==> src/tmwm_pkg.sv <==
// Package for the 16-bit timer waveform mode and compare output block.
// Assumes a single 40 MHz system clock domain.
`default_nettype none
package tmwm_pkg;
  // Register map (byte addresses)
  localparam logic [3:0] TMWM_OFS_CTRL_A = 4'h0;
  localparam logic [3:0] TMWM_OFS_CTRL_B = 4'h1;
  localparam logic [3:0] TMWM_OFS_CMP_A_LO = 4'h2;
  localparam logic [3:0] TMWM_OFS_CMP_A_HI = 4'h3;
  localparam logic [3:0] TMWM_OFS_CMP_B_LO = 4'h4;
  localparam logic [3:0] TMWM_OFS_CMP_B_HI = 4'h5;
  localparam logic [3:0] TMWM_OFS_CAP_LO = 4'h6;
  localparam logic [3:0] TMWM_OFS_CAP_HI = 4'h7;
  localparam logic [3:0] TMWM_OFS_CNT_LO = 4'h8;
  localparam logic [3:0] TMWM_OFS_CNT_HI = 4'h9;
  localparam logic [3:0] TMWM_OFS_IRQ_STAT = 4'ha;
  localparam logic [3:0] TMWM_OFS_IRQ_MASK = 4'hb;
  // Field positions
  localparam int TMWM_CA_MODE_A_LSB = 6;
  localparam int TMWM_CA_MODE_B_LSB = 4;
  localparam int TMWM_CB_WGM_HI_LSB = 3;
  localparam logic [7:0] TMWM_CTRL_A_RST = 8'h00;
  localparam logic [7:0] TMWM_CTRL_A_WMASK = 8'hf3;
  localparam logic [7:0] TMWM_CTRL_B_WMASK = 8'h1f;
  // Status bits: 0 overflow, 1 match A, 2 match B
  localparam int TMWM_IRQ_OVF = 0;
  localparam int TMWM_IRQ_CMA = 1;
  localparam int TMWM_IRQ_CMB = 2;
  // Fixed TOPs and limits
  localparam logic [15:0] TMWM_MAX = 16'hffff;
  localparam logic [15:0] TMWM_TOP8 = 16'h00ff;
  localparam logic [15:0] TMWM_TOP9 = 16'h01ff;
  localparam logic [15:0] TMWM_TOP10 = 16'h03ff;
  localparam logic [15:0] TMWM_BOTTOM = 16'h0000;
  // Prescaler divisions minus one
  localparam logic [9:0] TMWM_DIV8 = 10'h007;
  localparam logic [9:0] TMWM_DIV64 = 10'h03f;
  localparam logic [9:0] TMWM_DIV256 = 10'h0ff;
  localparam logic [9:0] TMWM_DIV1024 = 10'h3ff;

  typedef enum logic [1:0] {TMWM_NONPWM, TMWM_FAST, TMWM_PHASE, TMWM_PFC} tmwm_kind_t;
  typedef enum logic [1:0] {TMWM_UPD_NOW, TMWM_UPD_TOP, TMWM_UPD_BOT} tmwm_upd_t;
  typedef enum logic [1:0] {TMWM_OVF_MAX, TMWM_OVF_TOP, TMWM_OVF_BOT} tmwm_ovf_t;

  typedef struct packed {
    tmwm_kind_t kind;
    tmwm_upd_t upd;
    tmwm_ovf_t ovf;
    logic [15:0] top;
  } tmwm_decode_t;

  typedef struct packed {
    logic [7:0] ctrl_a;
    logic [7:0] ctrl_b;
    logic [15:0] cmp_a_buf;
    logic [15:0] cmp_b_buf;
    logic [15:0] cmp_a;
    logic [15:0] cmp_b;
    logic [15:0] cap;
    logic [15:0] cnt;
    logic down;
    logic [7:0] hi_tmp;
    logic [9:0] pre;
    logic [2:0] ext_sync;
    logic [2:0] stat;
    logic [2:0] mask;
    logic [7:0] rdata;
    logic [1:0] oc;
    logic [1:0] pin_oe;
    logic [1:0] pin_out;
    logic [1:0] pin_sel;
    logic irq;
  } tmwm_state_t;
endpackage : tmwm_pkg
`default_nettype wire

==> src/tmwm_timer.sv <==
// Mode decode, counter, double buffers and compare outputs of a 16-bit timer.
// Assumes an 8-bit register port on clk_sys and pins synchronised here.
//
// Operation
// - Synchronous to clk_sys; counter, status flags and compare outputs advance only on timer tick cycles.
// - BOTTOM-based load and overflow mirror TOP timing using BOTTOM, BOTTOM+1.
// - Control A: mode A 7:6, mode B 5:4, wave low 1:0, 3:2 zero.
// - Nonzero output mode routes compare output to the pin instead of port, except PWM 01 unless A toggles.
// - Pin driver enabled only when direction bit selects output.
// - Non-PWM: 00 off, 01 toggle, 10 clear, 11 set on match.
// - Fast PWM: 10 clear on match set at TOP; 11 the reverse.
// - PWM with 01: off if wave MSB 0; else A toggles, B reserved.
// - Fast PWM, compare equals TOP, mode high bit: only TOP action.
// - Dual slope: 10 clears on up match, sets on down; 11 opposite.
// - Wave mode is control B bits 4:3 joined to control A bits 1:0.
// - Modes 0, 4, 12: up count, immediate load, overflow at MAX; 13 reserved.
// - Modes 1-3, 10, 11: phase correct, load at TOP, overflow at BOTTOM.
// - Modes 5-7, 14, 15: fast PWM, load at TOP, overflow at TOP.
// - Modes 8, 9: phase-frequency correct, load and overflow at BOTTOM.
// - Wave mode high bits sit at control B bits 4:3.
// - Three-bit tick source: stop, /1, /8, /64, /256, /1024, pin edges.
//
// Implementation choices: the address map and strobed register access.
`timescale 1ns/1ps
`default_nettype none
module tmwm_timer
  import tmwm_pkg::*;
(
  // Clock and reset
  input wire logic clk_sys,
  input wire logic nrst,
  // Register port
  input wire logic [3:0] reg_addr,
  input wire logic [7:0] reg_wdata,
  input wire logic reg_wr,
  input wire logic reg_rd,
  output logic [7:0] reg_rdata,
  // Pins and port logic
  input wire logic ext_count_pin,
  input wire logic capture_pin,
  input wire logic [1:0] port_dir_out,
  input wire logic [1:0] port_data,
  output logic [1:0] compare_pin_out,
  output logic [1:0] compare_pin_oe,
  output logic [1:0] compare_pin_sel,
  // Interrupt
  output logic irq
);
  tmwm_state_t s_q;
  tmwm_state_t s_d;
  tmwm_decode_t dec;
  logic [3:0] waveform_mode;
  logic tick;
  logic [15:0] next_cnt;
  logic at_top;
  logic at_bot;
  logic [1:0] match;
  logic [1:0] chan_output_mode [2];
  logic ovf_ev;
  logic load_now;
  logic [2:0] stat_set;

  assign waveform_mode = {s_q.ctrl_b[TMWM_CB_WGM_HI_LSB +: 2], s_q.ctrl_a[1:0]};
  assign chan_output_mode[0] = s_q.ctrl_a[TMWM_CA_MODE_A_LSB +: 2];
  assign chan_output_mode[1] = s_q.ctrl_a[TMWM_CA_MODE_B_LSB +: 2];

  always_comb begin
    dec = '{kind: TMWM_NONPWM, upd: TMWM_UPD_NOW, ovf: TMWM_OVF_MAX, top: TMWM_MAX};
    case (waveform_mode)
      4'h0: dec.top = TMWM_MAX;
      4'h1: dec = '{TMWM_PHASE, TMWM_UPD_TOP, TMWM_OVF_BOT, TMWM_TOP8};
      4'h2: dec = '{TMWM_PHASE, TMWM_UPD_TOP, TMWM_OVF_BOT, TMWM_TOP9};
      4'h3: dec = '{TMWM_PHASE, TMWM_UPD_TOP, TMWM_OVF_BOT, TMWM_TOP10};
      4'h4: dec.top = s_q.cmp_a;
      4'h5: dec = '{TMWM_FAST, TMWM_UPD_TOP, TMWM_OVF_TOP, TMWM_TOP8};
      4'h6: dec = '{TMWM_FAST, TMWM_UPD_TOP, TMWM_OVF_TOP, TMWM_TOP9};
      4'h7: dec = '{TMWM_FAST, TMWM_UPD_TOP, TMWM_OVF_TOP, TMWM_TOP10};
      4'h8: dec = '{TMWM_PFC, TMWM_UPD_BOT, TMWM_OVF_BOT, s_q.cap};
      4'h9: dec = '{TMWM_PFC, TMWM_UPD_BOT, TMWM_OVF_BOT, s_q.cmp_a};
      4'ha: dec = '{TMWM_PHASE, TMWM_UPD_TOP, TMWM_OVF_BOT, s_q.cap};
      4'hb: dec = '{TMWM_PHASE, TMWM_UPD_TOP, TMWM_OVF_BOT, s_q.cmp_a};
      4'hc: dec.top = s_q.cap;
      // Reserved mode behaves as normal counting
      4'hd: dec.top = TMWM_MAX;
      4'he: dec = '{TMWM_FAST, TMWM_UPD_TOP, TMWM_OVF_TOP, s_q.cap};
      4'hf: dec = '{TMWM_FAST, TMWM_UPD_TOP, TMWM_OVF_TOP, s_q.cmp_a};
      default: dec.top = TMWM_MAX;
    endcase
  end

  always_comb begin
    case (s_q.ctrl_b[2:0])
      3'h0: tick = 1'b0;
      3'h1: tick = 1'b1;
      3'h2: tick = (s_q.pre[2:0] == TMWM_DIV8[2:0]);
      3'h3: tick = (s_q.pre[5:0] == TMWM_DIV64[5:0]);
      3'h4: tick = (s_q.pre[7:0] == TMWM_DIV256[7:0]);
      3'h5: tick = (s_q.pre == TMWM_DIV1024);
      3'h6: tick = s_q.ext_sync[2] & ~s_q.ext_sync[1];
      3'h7: tick = ~s_q.ext_sync[2] & s_q.ext_sync[1];
      default: tick = 1'b0;
    endcase
  end

  assign at_top = (s_q.cnt == dec.top);
  assign at_bot = (s_q.cnt == TMWM_BOTTOM);
  assign match[0] = (s_q.cnt == s_q.cmp_a);
  assign match[1] = (s_q.cnt == s_q.cmp_b);

  // Counter sequence
  always_comb begin
    next_cnt = s_q.cnt + 16'h0001;
    if (dec.kind == TMWM_PHASE || dec.kind == TMWM_PFC) begin
      if (s_q.down) begin
        next_cnt = at_bot ? 16'h0001 : s_q.cnt - 16'h0001;
      end else if (at_top) begin
        next_cnt = s_q.cnt - 16'h0001;
      end
    end else if (at_top) begin
      next_cnt = TMWM_BOTTOM;
    end
  end

  always_comb begin
    case (dec.ovf)
      TMWM_OVF_MAX: ovf_ev = (s_q.cnt == TMWM_MAX);
      TMWM_OVF_TOP: ovf_ev = at_top;
      TMWM_OVF_BOT: ovf_ev = at_bot && s_q.down;
      default: ovf_ev = 1'b0;
    endcase
  end
  assign load_now = (dec.upd == TMWM_UPD_NOW);
  // Events of this cycle; a same-cycle software clear cannot undo them
  assign stat_set = {match[1], match[0], ovf_ev} & {3{tick}};

  always_comb begin
    s_d = s_q;
    s_d.pre = s_q.pre + 10'h001;
    // Two stages before the edge detector reads the pin
    s_d.ext_sync = {s_q.ext_sync[1:0], ext_count_pin};
    s_d.rdata = 8'h00;
    if (tick) begin
      s_d.cnt = next_cnt;
      if (dec.kind == TMWM_PHASE || dec.kind == TMWM_PFC) begin
        if (at_top) s_d.down = 1'b1;
        else if (at_bot) s_d.down = 1'b0;
      end else begin
        s_d.down = 1'b0;
      end
      if ((dec.upd == TMWM_UPD_TOP && at_top) || (dec.upd == TMWM_UPD_BOT && at_bot && s_q.down)) begin
        s_d.cmp_a = s_q.cmp_a_buf;
        s_d.cmp_b = s_q.cmp_b_buf;
      end
      if (ovf_ev) s_d.stat[TMWM_IRQ_OVF] = 1'b1;
      if (match[0]) s_d.stat[TMWM_IRQ_CMA] = 1'b1;
      if (match[1]) s_d.stat[TMWM_IRQ_CMB] = 1'b1;
      for (int c = 0; c < 2; c++) begin
        case (dec.kind)
          TMWM_NONPWM: begin
            if (match[c]) begin
              case (chan_output_mode[c])
                2'h1: s_d.oc[c] = ~s_q.oc[c];
                2'h2: s_d.oc[c] = 1'b0;
                2'h3: s_d.oc[c] = 1'b1;
                default: s_d.oc[c] = s_q.oc[c];
              endcase
            end
          end
          TMWM_FAST: begin
            if (chan_output_mode[c][1] && at_top) begin
              s_d.oc[c] = ~chan_output_mode[c][0];
            end else if (match[c]) begin
              if (chan_output_mode[c][1]) s_d.oc[c] = chan_output_mode[c][0];
              // toggle only A with MSB set
              else if (chan_output_mode[c][0] && waveform_mode[3] && c == 0) s_d.oc[c] = ~s_q.oc[c];
            end
          end
          default: begin
            if (match[c]) begin
              if (chan_output_mode[c][1]) s_d.oc[c] = chan_output_mode[c][0] ^ s_q.down;
              // toggle only A with MSB set
              else if (chan_output_mode[c][0] && waveform_mode[3] && c == 0) s_d.oc[c] = ~s_q.oc[c];
            end
          end
        endcase
      end
    end
    // Capture is loaded by software only; the capture pin is not sampled
    if (reg_wr) begin
      case (reg_addr)
        TMWM_OFS_CTRL_A: s_d.ctrl_a = reg_wdata & TMWM_CTRL_A_WMASK;
        TMWM_OFS_CTRL_B: s_d.ctrl_b = reg_wdata & TMWM_CTRL_B_WMASK;
        TMWM_OFS_CMP_A_HI, TMWM_OFS_CMP_B_HI, TMWM_OFS_CAP_HI, TMWM_OFS_CNT_HI: s_d.hi_tmp = reg_wdata;
        TMWM_OFS_CMP_A_LO: begin
          s_d.cmp_a_buf = {s_q.hi_tmp, reg_wdata};
          if (load_now) s_d.cmp_a = {s_q.hi_tmp, reg_wdata};
        end
        TMWM_OFS_CMP_B_LO: begin
          s_d.cmp_b_buf = {s_q.hi_tmp, reg_wdata};
          if (load_now) s_d.cmp_b = {s_q.hi_tmp, reg_wdata};
        end
        TMWM_OFS_CAP_LO: s_d.cap = {s_q.hi_tmp, reg_wdata};
        TMWM_OFS_CNT_LO: s_d.cnt = {s_q.hi_tmp, reg_wdata};
        // Hardware set beats a same-cycle clear
        TMWM_OFS_IRQ_STAT: s_d.stat = (s_q.stat & ~reg_wdata[2:0]) | stat_set;
        TMWM_OFS_IRQ_MASK: s_d.mask = reg_wdata[2:0];
        default: s_d.hi_tmp = s_q.hi_tmp;
      endcase
    end
    if (reg_rd) begin
      case (reg_addr)
        TMWM_OFS_CTRL_A: s_d.rdata = s_q.ctrl_a;
        TMWM_OFS_CTRL_B: s_d.rdata = s_q.ctrl_b;
        TMWM_OFS_CMP_A_LO: s_d.rdata = s_q.cmp_a_buf[7:0];
        TMWM_OFS_CMP_A_HI: s_d.rdata = s_q.cmp_a_buf[15:8];
        TMWM_OFS_CMP_B_LO: s_d.rdata = s_q.cmp_b_buf[7:0];
        TMWM_OFS_CMP_B_HI: s_d.rdata = s_q.cmp_b_buf[15:8];
        TMWM_OFS_CAP_LO: s_d.rdata = s_q.cap[7:0];
        TMWM_OFS_CAP_HI: s_d.rdata = s_q.cap[15:8];
        TMWM_OFS_CNT_LO: s_d.rdata = s_q.cnt[7:0];
        TMWM_OFS_CNT_HI: s_d.rdata = s_q.cnt[15:8];
        TMWM_OFS_IRQ_STAT: s_d.rdata = {5'h00, s_q.stat};
        TMWM_OFS_IRQ_MASK: s_d.rdata = {5'h00, s_q.mask};
        default: s_d.rdata = 8'h00;
      endcase
    end
    for (int c = 0; c < 2; c++) begin
      s_d.pin_sel[c] = (chan_output_mode[c] != 2'h0);
      if (dec.kind != TMWM_NONPWM && chan_output_mode[c] == 2'h1 && !(waveform_mode[3] && c == 0)) begin
        s_d.pin_sel[c] = 1'b0;
      end
      s_d.pin_out[c] = s_d.pin_sel[c] ? s_q.oc[c] : port_data[c];
      s_d.pin_oe[c] = port_dir_out[c];
    end
    s_d.irq = |(s_q.stat & s_q.mask);
  end

  always_ff @(posedge clk_sys or negedge nrst) begin
    if (!nrst) begin
      s_q <= '0;
    end else begin
      s_q <= s_d;
    end
  end

  assign reg_rdata = s_q.rdata;
  assign compare_pin_out = s_q.pin_out;
  assign compare_pin_oe = s_q.pin_oe;
  assign compare_pin_sel = s_q.pin_sel;
  assign irq = s_q.irq;
  logic unused_cap_pin;
  assign unused_cap_pin = capture_pin;
endmodule // tmwm_timer
`default_nettype wire

==> config.mk <==
export PLATFORM = sky130hd
export DESIGN_NAME = tmwm_timer
export DESIGN_NICKNAME = d
export VERILOG_FILES = /design/src/tmwm_pkg.sv /design/src/tmwm_timer.sv
export SDC_FILE = /design/constraint.sdc
export NUM_CORES = 1
export LEC_CHECK = 0
export BUFFER_PORTS_ARGS = -buffer_cell sky130_fd_sc_hd__buf_4
export CORE_ASPECT_RATIO = 0.9
export CORE_UTILIZATION = 45
export DETAILED_ROUTE_END_ITERATION = 8
export GPL_ROUTABILITY_DRIVEN = 0
export HOLD_SLACK_MARGIN = 0.08
export PLACE_DENSITY = 0.68
export SLEW_MARGIN = 20
export SYNTH_ARGS = -nofsm -noshare
export SYNTH_HDL_FRONTEND = slang
export SYNTH_SLANG_ARGS = --single-unit
export TNS_END_PERCENT = 100
==> constraint.sdc <==
create_clock -name clk_sys -period 3.8 [get_ports clk_sys]
set_clock_uncertainty 0.2 [all_clocks]
set_input_delay 0.38 -clock clk_sys [delete_from_list [all_inputs] [get_ports clk_sys]]
set_output_delay 0.38 -clock clk_sys [all_outputs]
set_load 0.02 [all_outputs]
==> flow_metrics.tcl <==
set metrics [dict create \
    reg2regPathDepth 10 \
    cts_root_buf "clkbuf_16" \
    min_path_type "in2reg" \
    postRouteAntennaNets 0 \
    grt_pass1_vias 7991 \
    die_height_um 140 \
    synth_top_family_by_area "simple AND/OR/NAND/NOR gates" \
    insertion_delay_ps 440 \
    rsz0062_at_grt "false" \
    start_util_pct 46.0 \
    io_buffer_count 35 \
    r2r-end "s_q[77]" \
    peakVddDrop_mv 0.333 \
    cts_num_sinks 152 \
    status "completed" \
    core_area_mm2 0.0208 \
    worst_setup_path_end_kind "register" \
    antenna_found_initial 1 \
    synth_nets 1079 \
    worstPathArrival_ps 3730 \
    cts_tree "built" \
    drt_first_pass_iters 6 \
    max_cap_violations 0 \
    die_width_um 156 \
    fill_cells 1874 \
    htreeDepth 4 \
    hold_path_depth 3 \
    wirelength_um 30400 \
    drc_errors 0 \
    via_per_inst 6.23 \
    finalHoldViolCount 0 \
    postCtsSetupRepairBufs 0 \
    syn_inst 1053 \
    synth_xor_area_share_pct 4.94 \
    setup_viol 0 \
    grt_max_degree 79 \
    clkTransAtPathRegs_ps 70 \
    hpwl_um 21300 \
    crit_fanout 32 \
    clock.fmax_ghz 0.279 \
    wl_met2_um 13200 \
    drive_above_1_share_pct 18.8 \
    ys_async_sr_fraction_pct 100 \
    area_growth_pct 13.0 \
    power_density_mw_per_mm2 655 \
    clockBufferDepth 2 \
    yosys_most_used_dff "dfrtp_1" \
    finalSetupTns_ps 0 \
    ys_warn_count 0 \
    final_util_pct 51.9 \
    synth_edf_count 0 \
    post_cts_resize_count 0 \
    synth_compound_area_share_pct 16.4 \
    worstSetupPathType "reg2reg" \
    top_layer "met4" \
    post-route-period-util_pct 94.3 \
    wl_met3_um 3380 \
    tightest_slew_ps 821 \
    grt_pass1_wl_um 47500 \
    ys_ff_latch 152 \
    p_leak_nw 4.62 \
    relSlewSlack_pct 45.0 \
    final_common_cell "dfrtp_1" \
    die_area_mm2 0.0219 \
    ys_seq_area_share_pct 39.7 \
    synth_adder_area_share_pct 0.523 \
    cts_buffers 17 \
    avgRoutedWirePerCell_um 22.2 \
    finalCriticalPeriod_ps 3580 \
    synth_area_mm2 0.00958 \
    slew_viol_final 0 \
    vias 8524 \
    grt_overflow 0 \
    row_count 50 \
    ios 37 \
    drtIter0Drc 971 \
    synthSimpleGateAreaFrac_pct 17.5 \
    syn_area_per_cell_um2 9.09 \
    mostFrequentLayoutCells "dfrtp_1, nand2_1, nor2_1, mux2_2, buf_4" \
    required_ps 3950 \
    synth_mux_area_share_pct 15.0 \
    r2r_slack_ps 220 \
    synthDistinctLibCells 68 \
    r2r-start "s_q[149]" \
    start_kind "register" \
    fin_nets 1095 \
    met1_length_um 12800 \
    track_usage_pct 29.0 \
    critPathLaunch "s_q[149]" \
    crit_end "s_q[77]" \
]
## through the flow
| step | total power [mW] | setup WS (ps) | hold slack (ps) | instances | instance area (µm²) |
|---|---|---|---|---|---|
| after floorplan | 4.42 | 625 | -116 | 1053 | 9580 |
| after global placement | 5.25 | 394 | 136 | 1325 | 10100 |
| after detailed placement | 5.30 | 303 | 143 | 1325 | 10100 |
| after CTS | 7.03 | 277 | 80.2 | 1368 | 10800 |
| after global routing | 7.45 | 30.2 | 104 | 1368 | 10800 |
| final | 7.09 | 218 | 81.5 | 1369 | 10800 |
## flip-flops by register name, indices dropped and copies added, names as in the netlist
| name | count |
|---|---|
| compare_pin_out | 2 |
| chan_output_mode | 4 |
| reg_rdata | 8 |
| compare_pin_oe | 2 |
| s_q | 131 |
| compare_pin_sel | 2 |
| irq | 1 |
| s_d | 2 |
## kinds of logic after synthesis
group / after synthesis
buffers and inverters: 122
adders and majority gates: 4
xor gates and xnor gates: 54
muxes: 134
AOI/OAI and AO/OA: 243
DFF: 152
and+or+nand+nor: 344
## worst min path at each step
| stage | from | to | slack, ps |
|---|---|---|---|
| after CTS | reg_wdata[0] | s_q[93] | 80 |
| after detailed placement | s_d[24] | s_d[25] | 140 |
| after global routing | reg_wdata[6] | s_q[83] | 100 |
| after floorplan | nrst | chan_output_mode[0] | -120 |
| after global placement | s_d[24] | s_d[25] | 140 |
| final | reg_wdata[0] | s_q[93] | 80 |
## layout make-up
class,count,area (µm²),share of cell area [%]
antenna,1,2.50,0.0231
multi-input combinational,779,5220,48.3
clock inverter,15,153,1.41
inverter,28,105,0.971
sequential,152,3800,35.2
clock buffer,17,425,3.93
timing repair buffer,91,752,6.95
tap,286,358,3.31
## cells in the mapped netlist (6+ instances only)
cell / n / area, µm²
nand3_1: 28 / 140
and3_1: 6 / 37.5
a21oi_1: 46 / 230
nand4_1: 24 / 150
nand2_1: 105 / 394
dfrtp_1: 152 / 3800
buf_2: 10 / 50.1
clkbuf_1: 49 / 184
a32oi_1: 6 / 52.6
inv_1: 27 / 101
xnor2_1: 42 / 368
o21ai_1: 31 / 155
mux2_2: 77 / 867
nor2_1: 80 / 300
mux2i_1: 56 / 561
or3_1: 7 / 43.8
o31ai_1: 6 / 45.0
o21ai_0: 45 / 225
and2_1: 7 / 43.8
buf_1: 14 / 52.6
xor2_1: 12 / 105
nor3_1: 29 / 145
o22ai_1: 16 / 100
nand2b_1: 18 / 113
buf_4: 18 / 135
a22o_1: 8 / 70.1
nor2b_1: 9 / 56.3
a221oi_1: 6 / 52.6
a211oi_1: 7 / 52.6
a31oi_1: 17 / 106
## metal layers
metal	global-route usage, %	vias to the layer above
li1	-	3818
met1	41.1	4157
met2	42.2	472
met3	7.18	77
met4	11.2	0
met5	0	-
## critical path: stages (launching register included)
cell	delay, ps
dfrtp_1	510
nor2_2	260
a21oi_1	120
or3b_1	360
a32o_1	290
nor4_4	420
and4_1	560
a31oi_4	150
buf_12	220
mux2i_1	160
o21ai_0	200
## where the power goes
group          total, mW  switching, mW  internal [mW]
Combinational       2.75           1.54           1.21
Clock               1.70          0.825          0.878
Sequential          2.63          0.579           2.05
## what timing repair did
| item | in CTS | in global routing |
|---|---|---|
| hold buffers | 11 | 0 |
| endpoints found under the setup margin | 0 | 0 |
| hold endpoints to repair | 63 | 0 |
No activity file was read; power rests on OpenSTA's default activity.
